===== src/verilog/mtu_pkg.sv =====
// Constants, state records and carriers for the multimode timer unit
package mtu_pkg;
  localparam int unsigned CLK_HZ = 20_000_000;
  localparam int unsigned SRC_HZ = 5_000_000;
  localparam logic [3:0]  DIV_LAST = 4'(CLK_HZ / SRC_HZ - 1);
  // Register byte offsets
  localparam logic [7:0]  OFS_COUNT_START = 8'h00;
  localparam logic [7:0]  OFS_A_MODE      = 8'h04;
  localparam logic [7:0]  OFS_A_COUNT     = 8'h08;
  localparam logic [7:0]  OFS_B_MODE      = 8'h0C;
  localparam logic [7:0]  OFS_B_COUNT     = 8'h10;
  localparam logic [7:0]  OFS_IRQ         = 8'h14;
  localparam logic [7:0]  OFS_MOTOR       = 8'h18;
  // Field positions
  localparam int unsigned START_A_BIT  = 0;
  localparam int unsigned START_B_BIT  = 1;
  localparam int unsigned SW_TRIG_BIT  = 2;
  localparam int unsigned UP_DOWN_BIT  = 2;
  localparam int unsigned EXT_TRIG_BIT = 3;
  localparam int unsigned OVF_BIT      = 3;
  localparam int unsigned IR_A_BIT     = 0;
  localparam int unsigned IR_B_BIT     = 1;
  localparam int unsigned NMI_EN_BIT   = 0;
  localparam int unsigned SHUT_EN_BIT  = 1;
  localparam int unsigned MOT_USE_BIT  = 2;
  localparam int unsigned MOT_OE_BIT   = 3;
  // Values
  localparam logic [15:0] CNT_RST   = 16'hFFFF;
  localparam logic [15:0] RD_UNDER  = 16'hFFFF;
  localparam logic [15:0] RD_OVER   = 16'h0000;
  localparam logic [15:0] CNT_MAX   = 16'hFFFF;
  localparam logic [15:0] CNT_ZERO  = 16'h0000;
  localparam logic [31:0] RD_UNMAPPED = 32'h0000_0000;

  typedef enum logic [1:0] {A_TIMER, A_EVENT, A_ONESHOT, A_PWM} mtu_a_mode_t;
  typedef enum logic [1:0] {B_TIMER, B_EVENT, B_PERIOD, B_WIDTH} mtu_b_mode_t;

  typedef struct packed {
    logic        cyc;
    logic        stb;
    logic        we;
    logic [7:0]  adr;
    logic [3:0]  sel;
    logic [31:0] dat;
  } mtu_wb_req_t;

  typedef struct packed {
    logic [2:0] out;
    logic [2:0] oe;
  } mtu_motor_t;

  typedef struct packed {
    logic prev;
  } mtu_edge_st_t;

  typedef struct packed {
    logic [3:0]  div;
    logic        ack;
    logic [31:0] rdat;
    logic        a_run;
    mtu_a_mode_t a_mode;
    logic        a_ud;
    logic        a_ext;
    logic [15:0] a_cnt;
    logic [15:0] a_rel;
    logic        a_out;
    logic        a_shot;
    logic        a_pend;
    logic        a_rld_nxt;
    logic        a_reload;
    logic        a_ovf;
    logic        a_stop_ir;
    logic        b_run;
    mtu_b_mode_t b_mode;
    logic [15:0] b_cnt;
    logic [15:0] b_rel;
    logic        b_reload;
    logic        b_ovf;
    logic        b_ovf_age;
    logic        b_first;
    logic        ir_a;
    logic        ir_b;
    logic [3:0]  mot;
    logic        shut;
  } mtu_st_t;
endpackage : mtu_pkg


===== src/verilog/mtu_edge.sv =====
// Edge detector for one synchronous pin
`timescale 1ns/100ps
module mtu_edge
  import mtu_pkg::*;
(
  input  wire logic clk_i,
  input  wire logic sys_rst_i,
  input  wire logic sig_i,
  output logic      rise_o,
  output logic      fall_o
);
  mtu_edge_st_t q, n;

  always_comb
  begin
    n.prev = sig_i;
    rise_o = sig_i & ~q.prev;
    fall_o = ~sig_i & q.prev;
  end

  always_ff @(posedge clk_i)
  begin
    if (sys_rst_i)
      q <= '0;
    else
      q <= n;
  end
endmodule : mtu_edge


===== src/verilog/mtu_top.sv =====
// Multimode timer unit: one group A channel, one group B channel, motor shutdown
// Functional notes
// - All channels halted after reset; counting starts when software sets start bit.
// - Timer mode read: live count, FFFFh during reload, written value if stopped.
// - Event mode read during reload: FFFFh after underflow, 0000h after overflow.
// - One-shot stop while counting halts, reloads counter, drives output low.
// - One-shot stop while counting sets interrupt flag one clock later.
// - External one-shot trigger starts pulse within one count source clock.
// - Entering one-shot from reset, timer or event mode sets interrupt flag.
// - Retrigger during one-shot: decrement once, reload, keep counting.
// - Entering PWM from reset, timer or event mode sets interrupt flag.
// - PWM stop with output high: output low, flag set; low: nothing changes.
// - Group B timer/event read: live count, FFFFh in reload, written value stopped.
// - Overflow bit clears only once set and a count tick passed while running.
// - Measurement first edge loads undefined count without an interrupt.
// - Changing measure select while running sets flag; same value leaves it.
// - Width mode measures every pulse, both levels, with no level marking.
// - Overflow coinciding with valid edge: one interrupt, edge ignored.
// - Low shutdown input with all four enables places motor outputs high-Z.
//
// Chosen here: the register offsets and register access over Wishbone.
`timescale 1ns/100ps
module mtu_top
  import mtu_pkg::*;
(
  input  wire logic  clk_i,
  input  wire logic  sys_rst_i,
  input  mtu_wb_req_t wb_i,
  output logic [31:0] wb_dat_o,
  output logic        wb_ack_o,
  input  wire logic  a_trig_pin_i,
  input  wire logic  b_pulse_i,
  input  wire logic  nmi_n_i,
  output logic        a_out_o,
  output logic        ir_a_o,
  output logic        ir_b_o,
  output mtu_motor_t  motor_o
);
  mtu_st_t q, n;
  logic    a_rise;
  logic    b_rise;
  logic    b_fall;
  logic    tick;
  logic    acc;
  logic    wr;
  logic    seta;
  logic    setb;
  logic    a_trig;
  logic    b_edge;
  logic    b_ovf_now;
  logic    b_meas;
  logic [15:0] a_rd;
  logic [15:0] b_rd;

  mtu_edge u_a_edge (
    .clk_i     (clk_i),
    .sys_rst_i (sys_rst_i),
    .sig_i     (a_trig_pin_i),
    .rise_o    (a_rise),
    .fall_o    ()
  );

  mtu_edge u_b_edge (
    .clk_i     (clk_i),
    .sys_rst_i (sys_rst_i),
    .sig_i     (b_pulse_i),
    .rise_o    (b_rise),
    .fall_o    (b_fall)
  );

  assign tick   = (q.div == DIV_LAST);
  assign acc    = wb_i.cyc & wb_i.stb & ~q.ack;
  assign wr     = acc & wb_i.we & (|wb_i.sel);
  assign a_trig = q.a_ext ? a_rise : (wr && wb_i.adr == OFS_COUNT_START
                                      && wb_i.dat[SW_TRIG_BIT]);
  assign b_meas = (q.b_mode == B_PERIOD) || (q.b_mode == B_WIDTH);
  // Width mode takes both edges and keeps no polarity record
  assign b_edge = (q.b_mode == B_WIDTH) ? (b_rise | b_fall) : b_rise;
  assign b_ovf_now = q.b_run && b_meas && tick && q.b_cnt == CNT_MAX;

  always_comb
  begin
    n    = q;
    seta = 1'b0;
    setb = 1'b0;
    a_rd = q.a_cnt;
    b_rd = q.b_cnt;
    n.ack       = acc;
    n.div       = tick ? 4'h0 : q.div + 4'h1;
    n.a_reload  = 1'b0;
    n.b_reload  = 1'b0;
    n.a_stop_ir = 1'b0;
    seta        = q.a_stop_ir;
    n.shut = q.mot[NMI_EN_BIT] & q.mot[SHUT_EN_BIT] & q.mot[MOT_USE_BIT]
             & q.mot[MOT_OE_BIT] & ~nmi_n_i;

    // Channel A counting
    if (a_trig && q.a_run && q.a_mode == A_ONESHOT)
      n.a_pend = 1'b1;
    if (q.a_run)
    begin
      unique case (q.a_mode)
        A_TIMER:
          if (tick)
          begin
            if (q.a_cnt == CNT_ZERO)
            begin
              n.a_cnt = q.a_rel;
              n.a_reload = 1'b1;
              n.a_ovf = 1'b0;
              seta = 1'b1;
            end
            else
              n.a_cnt = q.a_cnt - 16'h0001;
          end
        A_EVENT:
          if (a_rise)
          begin
            if (q.a_ud ? q.a_cnt == CNT_MAX : q.a_cnt == CNT_ZERO)
            begin
              n.a_cnt = q.a_rel;
              n.a_reload = 1'b1;
              n.a_ovf = q.a_ud;
              seta = 1'b1;
            end
            else
              n.a_cnt = q.a_ud ? q.a_cnt + 16'h0001 : q.a_cnt - 16'h0001;
          end
        A_ONESHOT:
          if (tick)
          begin
            if (q.a_pend && !q.a_shot)
            begin
              // Trigger acts on the next count source tick
              n.a_pend = 1'b0;
              n.a_shot = 1'b1;
              n.a_out = 1'b1;
              n.a_cnt = q.a_rel;
            end
            else if (q.a_pend)
            begin
              n.a_pend = 1'b0;
              n.a_rld_nxt = 1'b1;
              n.a_cnt = q.a_cnt - 16'h0001;
            end
            else if (q.a_rld_nxt)
            begin
              n.a_rld_nxt = 1'b0;
              n.a_cnt = q.a_rel;
            end
            else if (q.a_shot && q.a_cnt == CNT_ZERO)
            begin
              n.a_shot = 1'b0;
              n.a_out = 1'b0;
              n.a_cnt = q.a_rel;
              n.a_reload = 1'b1;
              seta = 1'b1;
            end
            else if (q.a_shot)
              n.a_cnt = q.a_cnt - 16'h0001;
          end
        A_PWM:
          if (tick)
          begin
            if (q.a_cnt == CNT_ZERO)
            begin
              n.a_cnt = q.a_rel;
              n.a_out = ~q.a_out;
              n.a_reload = 1'b1;
              seta = q.a_out;
            end
            else
              n.a_cnt = q.a_cnt - 16'h0001;
          end
      endcase
    end

    // Channel B counting
    if (q.b_run)
    begin
      if (b_meas)
      begin
        if (tick && q.b_ovf)
          n.b_ovf_age = 1'b1;
        if (b_ovf_now)
        begin
          // Coinciding edge is dropped, only one request raised
          n.b_cnt = CNT_ZERO;
          n.b_ovf = 1'b1;
          n.b_ovf_age = 1'b0;
          setb = 1'b1;
        end
        else if (b_edge)
        begin
          n.b_rel = q.b_cnt;
          n.b_cnt = CNT_ZERO;
          n.b_first = 1'b0;
          setb = ~q.b_first;
        end
        else if (tick)
          n.b_cnt = q.b_cnt + 16'h0001;
      end
      else if (q.b_mode == B_TIMER ? tick : b_rise)
      begin
        if (q.b_cnt == CNT_ZERO)
        begin
          n.b_cnt = q.b_rel;
          n.b_reload = 1'b1;
          setb = 1'b1;
        end
        else
          n.b_cnt = q.b_cnt - 16'h0001;
      end
    end

    // Register writes override counting
    if (wr)
    begin
      unique case (wb_i.adr)
        OFS_COUNT_START:
        begin
          n.a_run = wb_i.dat[START_A_BIT];
          n.b_run = wb_i.dat[START_B_BIT];
          if (q.a_run && !wb_i.dat[START_A_BIT])
          begin
            n.a_pend = 1'b0;
            n.a_rld_nxt = 1'b0;
            if (q.a_mode == A_ONESHOT && q.a_shot)
            begin
              n.a_shot = 1'b0;
              n.a_cnt = q.a_rel;
              n.a_out = 1'b0;
              n.a_stop_ir = 1'b1;
            end
            else if (q.a_mode == A_PWM && q.a_out)
            begin
              n.a_out = 1'b0;
              seta = 1'b1;
            end
          end
          if (!q.b_run && wb_i.dat[START_B_BIT])
            n.b_first = 1'b1;
        end
        OFS_A_MODE:
        begin
          n.a_mode = mtu_a_mode_t'(wb_i.dat[1:0]);
          n.a_ud = wb_i.dat[UP_DOWN_BIT];
          n.a_ext = wb_i.dat[EXT_TRIG_BIT];
          // Reset mode is timer, so first selection also raises it
          if (wb_i.dat[1] && !q.a_mode[1])
            seta = 1'b1;
        end
        OFS_A_COUNT:
        begin
          n.a_rel = wb_i.dat[15:0];
          if (!q.a_run)
            n.a_cnt = wb_i.dat[15:0];
        end
        OFS_B_MODE:
        begin
          n.b_mode = mtu_b_mode_t'(wb_i.dat[1:0]);
          if (q.b_run && b_meas && wb_i.dat[1:0] != q.b_mode)
            setb = 1'b1;
          if (!wb_i.dat[OVF_BIT] && q.b_ovf_age)
          begin
            n.b_ovf = 1'b0;
            n.b_ovf_age = 1'b0;
          end
        end
        OFS_B_COUNT:
        begin
          n.b_rel = wb_i.dat[15:0];
          if (!q.b_run)
            n.b_cnt = wb_i.dat[15:0];
        end
        OFS_IRQ:
        begin
          n.ir_a = q.ir_a & ~wb_i.dat[IR_A_BIT];
          n.ir_b = q.ir_b & ~wb_i.dat[IR_B_BIT];
        end
        OFS_MOTOR:
          n.mot = wb_i.dat[3:0];
        default:
          n.mot = q.mot;
      endcase
    end
    // Set beats a clear in the same cycle
    n.ir_a = n.ir_a | seta;
    n.ir_b = n.ir_b | setb;

    // Counter readback
    if (q.a_reload && q.a_mode != A_PWM && q.a_mode != A_ONESHOT)
      a_rd = q.a_ovf ? RD_OVER : RD_UNDER;
    if (b_meas)
      b_rd = q.b_rel;
    else if (q.b_reload)
      b_rd = RD_UNDER;
    unique case (wb_i.adr)
      OFS_COUNT_START: n.rdat = {30'h0, q.b_run, q.a_run};
      OFS_A_MODE:      n.rdat = {28'h0, q.a_ext, q.a_ud, q.a_mode};
      OFS_A_COUNT:     n.rdat = {16'h0, a_rd};
      OFS_B_MODE:      n.rdat = {28'h0, q.b_ovf, 1'b0, q.b_mode};
      OFS_B_COUNT:     n.rdat = {16'h0, b_rd};
      OFS_IRQ:         n.rdat = {30'h0, q.ir_b, q.ir_a};
      OFS_MOTOR:       n.rdat = {28'h0, q.mot};
      default:         n.rdat = RD_UNMAPPED;
    endcase
  end

  always_ff @(posedge clk_i)
  begin
    if (sys_rst_i)
    begin
      q <= '0;
      q.a_cnt <= CNT_RST;
      q.a_rel <= CNT_RST;
      q.b_cnt <= CNT_RST;
      q.b_rel <= CNT_RST;
    end
    else
      q <= n;
  end

  assign wb_dat_o  = q.rdat;
  assign wb_ack_o  = q.ack;
  assign a_out_o   = q.a_out;
  assign ir_a_o    = q.ir_a;
  assign ir_b_o    = q.ir_b;
  assign motor_o.out = {3{q.a_out}};
  assign motor_o.oe  = {3{q.mot[MOT_USE_BIT] & q.mot[MOT_OE_BIT] & ~q.shut}};
endmodule : mtu_top


===== config.mk =====
export PLATFORM = sky130hd
export DESIGN_NAME = mtu_top
export DESIGN_NICKNAME = d
export VERILOG_FILES = /design/src/verilog/mtu_pkg.sv /design/src/verilog/mtu_edge.sv /design/src/verilog/mtu_top.sv
export SDC_FILE = /design/constraint.sdc
export NUM_CORES = 1
export LEC_CHECK = 0
export BUFFER_PORTS_ARGS = -buffer_cell sky130_fd_sc_hd__buf_2
export CORE_ASPECT_RATIO = 0.9
export CORE_MARGIN = 5
export CORE_UTILIZATION = 25
export DETAILED_ROUTE_END_ITERATION = 8
export PLACE_DENSITY_LB_ADDON = 0.2
export SLEW_MARGIN = 10
export SYNTH_ARGS = -nofsm -noshare
export SYNTH_HDL_FRONTEND = slang
export SYNTH_HIERARCHICAL = 1
export SYNTH_SLANG_ARGS = --single-unit

===== constraint.sdc =====
create_clock -name clk_i -period 4.6 [get_ports clk_i]
set_clock_uncertainty 0.2 [all_clocks]
set_input_delay 0.46 -clock clk_i [delete_from_list [all_inputs] [get_ports clk_i]]
set_output_delay 0.46 -clock clk_i [all_outputs]
set_load 0.05 [all_outputs]

==> impl_results.md, run 1 <==
* Cell-by-cell listing of the critical path: and4_1, nand3_1, o32a_1, nor2_1, o211ai_1, or3_1, a21oi_1
* Number of buffers added on ports at 61
* Count of final max-slew check failures at 0
* Final setup violation count at 0
* Endpoint of the worst-slack reg-to-reg timing path: q[47]
* Clock transition time at the flip-flop clock pins of the worst setup and hold paths at 60 ps
* Clock Power Share at 0.539
* DPL Wire Length at 28.46 mm
* Placement row count at 67
* Overall power of the completed layout at 2564 µW
* WHS Endpoint: u_a_edge/q
* Fmax at 278.1 MHz
* Class of the tightest hold or removal check: in -> reg
* Count of TritonRoute iterations in the first routing pass at 8
* Share of total power in sequential cells at 0.384
* Cell internal pwr at 1893 µW
* Number of maximum-capacitance constraint violations at 0
* GRT overflow at 0
* Count of pins on the block boundary at 94
* Clock sink count at 113
* Layout cells sized above 1 at 0.1303
* Initial core utilization at 0.2508
* Clock root buffer master: sky130_fd_sc_hd__clkbuf_16
* Setup crit start: q[73]
* Level count of the clock H-tree at 4
* Total of warnings raised by yosys at 6
* CP startpoint kind: register
* Number of cells on the worst hold path at 2
* CP Max Fanout at 16
* Netlist area before placement at 0.009273 mm²
* Routed Wire Length at 39.98 mm
* Critical hold path startpoint: a_trig_pin_i
* Largest net degree at the start of global routing at 67
* Routability-driven placement congestion ratio at 0.9578
* Slew headroom at 0.3104
* Final hold viol count at 0
* Number of global-route vias before repair at 9598
* Power density over cell area at 245.2 mW/mm²
* Worst setup slack for register-to-register paths at 1000 ps
* Delay of the slowest critical-path stage at 730 ps
* Run status: complete, no violations
* Remaining design rule violation count at 0
* Nets at 1370
* Net switching component of the power at 671.0 µW
* Setup Fix Bufs, Post-CTS at 0
* Quantity of gates resized following cts at 0
* Net Sw Frac at 0.2617
* Antenna violations before repair at 0
* Start-to-end type of the worst setup path: reg -> reg
* Total negative slack at 0 ps
* Area growth syn-to-layout at 12.78%
* Tightest Pin Transition at 1034 ps
* Shortest clock period the worst path allows after layout at 3596 ps
* Number of instances in the synthesized netlist at 1325
* Vias per std cell at 5.800
* Setup repair after global routing missed its margin: no
* Reg-to-reg startpoint: q[73]
* Global-route wire length before repair at 61.06 mm
* Violation count after the first detailed-routing iteration at 1228
* Kind of end point of the critical path: register
* Part of the power in combinational logic at 0.077
* Total clock buffers created by CTS at 17
* Global router's overall resource usage at 0.1924
* Number of inserted diodes at 0
* Source-to-sink clock delay at the later pin of the worst-skew pair at 440 ps
* Critical path required time at 4760 ps
* Total number of vias at 10.46k
* Vert. Die Dim at 192.7 µm
* Cts-stage hold buffer count at 1
* Clock tree buffer depth at 2
* Critical Path AT at 3750 ps
* Leakage Power at 0.003836 µW
* Worst r2r path cells at 7
* Slowest cell on the critical path: sky130_fd_sc_hd__o32a_1
* CTS tree: built
* Width of the die at 213.0 µm
* Post-DR wirelength/cell at 22.18 µm
* CORE AREA at 0.03697 mm²
* Die outline area at 0.04105 mm²
* Remaining antenna violation count after routing at 0
* Largest vdd supply drop at 265.8 µV
* Mean post-synth cell area at 6.998 µm²
* Period utilization at 0.7818
-- final cells by class --
cell class              instances  area [µm²]
flip-flops and latches        113        2262
repair buffers                112       693.2
fillers                      4050       26510
clock inverters                11       137.6
clock buffers                  21       450.4
multi-input cells            1023        6160
inverters                      40       150.1
well taps                     483       604.3
-- sequential cells by signal (all words and copies together), names as in the netlist --
signal	flops
u_a_edge/q	1
ir_a_o	1
wb_ack_o	1
q	91
u_b_edge/q	1
wb_dat_o	16
a_out_o	1
ir_b_o	1
-- cells in the final DEF (no fill, tap or decap), types with 11 or more instances in the layout --
cell type,n
sky130_fd_sc_hd__nand2_1,156
sky130_fd_sc_hd__a21oi_1,125
sky130_fd_sc_hd__dfxtp_1,113
sky130_fd_sc_hd__nor2_1,96
sky130_fd_sc_hd__o21ai_0,85
sky130_fd_sc_hd__buf_2,60
sky130_fd_sc_hd__nor3_1,55
sky130_fd_sc_hd__buf_4,51
sky130_fd_sc_hd__nand3_1,48
sky130_fd_sc_hd__inv_1,38
sky130_fd_sc_hd__nor4_1,29
sky130_fd_sc_hd__o221ai_1,28
sky130_fd_sc_hd__xnor2_1,24
sky130_fd_sc_hd__nand4_1,21
sky130_fd_sc_hd__o22ai_1,19
sky130_fd_sc_hd__a211oi_1,18
sky130_fd_sc_hd__a221oi_1,17
sky130_fd_sc_hd__a31oi_1,17
sky130_fd_sc_hd__clkbuf_16,17
sky130_fd_sc_hd__conb_1,16
sky130_fd_sc_hd__or4_1,15
sky130_fd_sc_hd__mux2i_1,15
sky130_fd_sc_hd__o31ai_1,15
sky130_fd_sc_hd__and3_1,13
sky130_fd_sc_hd__o211ai_1,12
sky130_fd_sc_hd__ha_1,11
-- worst max path at each step --
stage and end:
2_1_floorplan q[79], 3_3_place_gp q[79], 3_5_place_dp q[47], 4_1_cts q[47]
5_1_grt q[47], 6_report q[47]
-- layer usage --
metal | wire, µm | share of wire | GRT usage
met4 | 706 | 0.018 | 0.04922
met2 | 16810 | 0.42 | 0.2797
met1 | 19160 | 0.48 | 0.2905
met3 | 3311 | 0.083 | 0.03430
met5 | 0 | 0 | 0
-- power groups by stage --
stage / clock [µW] / sequential, µW / combinational [µW]
detailed placement: 0 / 1010 / 193
CTS: 1400 / 985 / 194
finish: 1380 / 986 / 196
global route: 1440 / 986 / 209
floorplan: 0 / 1010 / 131
global placement: 0 / 1010 / 192
-- worst max-delay path: cells and delay by family, from the launching register on --
kind,cells,cell delay [ps]
and+or+nand+nor,4,1540
DFF,1,720
AOI/OAI and AO/OA,3,1050
-- stage by stage --
step                area, µm²  hold WS (ps)  worst slack, ps  utilization  instances
global route            10460         49.88            858.1       0.2829       1803
floorplan                9329         221.3             1714            -       1340
detailed placement       9859         252.3             1140       0.2667       1770
finish                  10460         66.02             1004       0.2829       1803
CTS                     10460         47.30             1119       0.2829       1803
global placement         9859         246.1             1146       0.2667       1770
Power figures use the tool's default switching activity.
==> run 2: changes to the inputs <==
==> constraint.sdc (replaced) <==
create_clock -name clk_i -period 2.99 [get_ports clk_i]
set_clock_uncertainty 0.2 [all_clocks]
set_input_delay 0.299 -clock clk_i [delete_from_list [all_inputs] [get_ports clk_i]]
set_output_delay 0.299 -clock clk_i [all_outputs]
set_load 0.05 [all_outputs]
==> run 2 against run 1 <==
Sequential share of layout area fell by 1.9 points; combinational power rose by 72%; via count grew 4.8%; sequential power grew 54%; maximum frequency grew 24%; wire length increased by 4.2%; final cell count increased by 6.6%; utilization is 2.7 points higher; worst hold slack got worse by 31 ps.
==> impl_results.md, run 2 (same netlist as run 1, synthesis figures left out) <==
* Post-route worst setup slack at 90.69 ps (-913.2 ps)
* Endpoint of the worst-slack reg-to-reg timing path: q[77]
* Width of the die at 213.0 µm (unchanged)
* Reg-to-reg startpoint: q[69]
* CP Max Fanout at 9 (-7)
* Vert. Die Dim at 192.7 µm (unchanged)
* Period utilization at 0.9697 (+0.1879)
* Number of inserted diodes at 0 (unchanged)
* Critical Path AT at 3020 ps (-730 ps)
* Number of buffers added on ports at 61 (unchanged)
* Total clock buffers created by CTS at 17 (unchanged)
* Number of global-route vias before repair at 10.22k (+6.4%)
* DPL Wire Length at 31.41 mm (+10%)
* Remaining design rule violation count at 0 (unchanged)
* Kind of end point of the critical path: register
* Post-placement setup slack at -102.4 ps (-1242 ps)
* Critical path required time at 3110 ps (-1650 ps)
* Final setup violation count at 0 (unchanged)
* Largest vdd supply drop at 412.7 µV (+55%)
* Number of cells on the worst hold path at 3 (+1)
* Clock root buffer master: sky130_fd_sc_hd__clkbuf_16
* Cell seen most often among critical-path stages: sky130_fd_sc_hd__buf_4
* Worst setup slack for register-to-register paths at 90 ps (-910 ps)
* Remaining antenna violation count after routing at 0 (unchanged)
* Worst r2r path cells at 10 (+3)
* Final hold viol count at 0 (unchanged)
* CP startpoint kind: register
* Slowest cell on the critical path: sky130_fd_sc_hd__o21a_1
* WHS Endpoint: q[55]
* Clock tree buffer depth at 2 (unchanged)
* Class of the tightest hold or removal check: in -> reg
* Delay of the slowest critical-path stage at 350 ps (-380 ps)
* Vias per std cell at 5.701 (-1.7%)
* CTS tree: built
* Violation count after the first detailed-routing iteration at 1133 (-7.7%)
* Clock transition time at the flip-flop clock pins of the worst setup and hold paths at 60 ps (about the same)
* Leakage Power at 0.004435 µW (+16%)
* Shortest clock period the worst path allows after layout at 2899 ps (-696.8 ps)
* Setup Fix Bufs, Post-CTS at 0 (unchanged)
* Slew headroom at 0.4573 (+0.1469)
* Power density over cell area at 337.4 mW/mm² (+38%)
* Level count of the clock H-tree at 4 (unchanged)
* CORE AREA at 0.03697 mm² (unchanged)
* Count of final max-slew check failures at 0 (unchanged)
* Flip-flop count of the largest register after layout at 91 (unchanged)
* Total number of vias at 10.96k (+4.8%)
* Antenna violations before repair at 0 (unchanged)
* Fmax at 344.9 MHz (+24%)
* Largest register by flop count: q
* GRT overflow at 0 (unchanged)
* Global-route wire length before repair at 63.34 mm (+3.7%)
* Leading cell types in the layout, fill and taps excluded: sky130_fd_sc_hd__nand2_1, sky130_fd_sc_hd__buf_4, sky130_fd_sc_hd__a21oi_1, sky130_fd_sc_hd__dfxtp_1, sky130_fd_sc_hd__nor2_1
* Die outline area at 0.04105 mm² (unchanged)
* Critical hold path startpoint: wb_i[2]
* Layout cells sized above 1 at 0.1974 (+0.06706)
* Count of TritonRoute iterations in the first routing pass at 7 (-1)
* Total negative slack at 0 ps (unchanged)
* Global router's overall resource usage at 0.1993 (+0.006941)
* Placement row count at 67 (unchanged)
* Routability-driven placement congestion ratio at 0.9402 (-1.8%)
* Area growth syn-to-layout at 23.70%
* Routed Wire Length at 41.65 mm (+4.2%)
* Cell-by-cell listing of the critical path: inv_1, ha_1, nor4b_4, nand4_1, buf_4, o21a_1, buf_4, o21ai_0, o211ai_1, a221o_1
* Tightest Pin Transition at 814.1 ps (-220.3 ps)
* Source-to-sink clock delay at the later pin of the worst-skew pair at 430 ps (about the same)
* Number of maximum-capacitance constraint violations at 0 (unchanged)
* Run status: complete, no violations
* Worst hold slack after final layout at 34.71 ps (-31.31 ps)
* Clock sink count at 113 (unchanged)
* Largest net degree at the start of global routing at 55 (-18%)
* Family of cells with the greatest summed delay on the critical path: compound AO/OA/AOI/OAI gates
* Count of pins on the block boundary at 94 (unchanged)
* Post-DR wirelength/cell at 21.67 µm (-2.3%)
* Most common cell after layout, fill and taps aside: sky130_fd_sc_hd__nand2_1
* Buf/Inv on CP at 3 (+3)
* Start-to-end type of the worst setup path: reg -> reg
* Nets at 1491 (+8.8%)
* Initial core utilization at 0.2508 (unchanged)
[run 2: cell count changes in the layout (fill, tap and decap cells not counted), sizes merged]
cell and delta:
clkinvlp -1, bufinv -2, buf +107, dlygate4sd3 +14, clkbuf +1
[run 2: per-layer routing]
| layer | part of all wire | global-route usage | vias to the layer above | wire (µm) |
|---|---|---|---|---|
| li1 | - | - | 5091 | - |
| met1 | 0.48 | 0.3003 | 5319 | 19940 |
| met2 | 0.43 | 0.2949 | 496 | 17730 |
| met3 | 0.075 | 0.02780 | 52 | 3113 |
| met4 | 0.021 | 0.05439 | 0 | 872 |
| met5 | 0 | 0 | - | 0 |
[run 2: where the power goes]
part / internal (µW) / switching, µW
combinational: 108 / 229
clock: 1220 / 795
sequential: 1510 / 4.45
total: 2840 / 1030
[run 2: worst max path at each step]
stage               startpoint     to  slack (ps)  depth (start not counted)
detailed placement       q[69]  q[80]        -100                         10
CTS                      q[69]  q[82]           7                          8
floorplan                q[70]  q[79]         100                         11
global placement         q[69]  q[82]         -20                          8
global route             q[79]  q[82]         -20                          8
finish                   q[69]  q[77]          90                         10
[run 2: stage by stage]
| stage | util | area [µm²] | cells | power (µW) |
|---|---|---|---|---|
| after global routing | 0.3103 | 11470 | 1922 | 3982 |
| after detailed placement | 0.2896 | 10710 | 1877 | 1865 |
| final | 0.3103 | 11470 | 1922 | 3869 |
| after floorplan | - | 9329 | 1340 | 1752 |
| after CTS | 0.3095 | 11440 | 1922 | 3892 |
| after global placement | 0.2896 | 10710 | 1877 | 1864 |
[run 2: worst register-to-register path, cell delays in order (launching register included)]
cell                       delay, ps
sky130_fd_sc_hd__dfxtp_1         310
sky130_fd_sc_hd__inv_1            70
sky130_fd_sc_hd__ha_1            270
sky130_fd_sc_hd__nor4b_4         260
sky130_fd_sc_hd__nand4_1         190
sky130_fd_sc_hd__buf_4           240
sky130_fd_sc_hd__o21a_1          350
sky130_fd_sc_hd__buf_4           230
sky130_fd_sc_hd__o21ai_0         160
sky130_fd_sc_hd__o211ai_1        160
sky130_fd_sc_hd__a221o_1         340
[run 2: final cells by class]
class / instances / area, µm²
inverters: 40 / 150.1
multi-input cells: 1023 / 6201
clock buffers: 22 / 484.2
repair buffers: 233 / 1687
flip-flops and latches: 113 / 2262
clock inverters: 8 / 81.33
fillers: 4010 / 25500
well taps: 483 / 604.3
[run 2: repair_timing]
| action | CTS | global route |
|---|---|---|
| gates resized for setup | 4 | 9 |
| endpoints found under the setup margin | 4 | 15 |
| endpoints found under the hold margin | 15 | 0 |
| hold buffers | 15 | 0 |
| cloned | 0 | 0 |
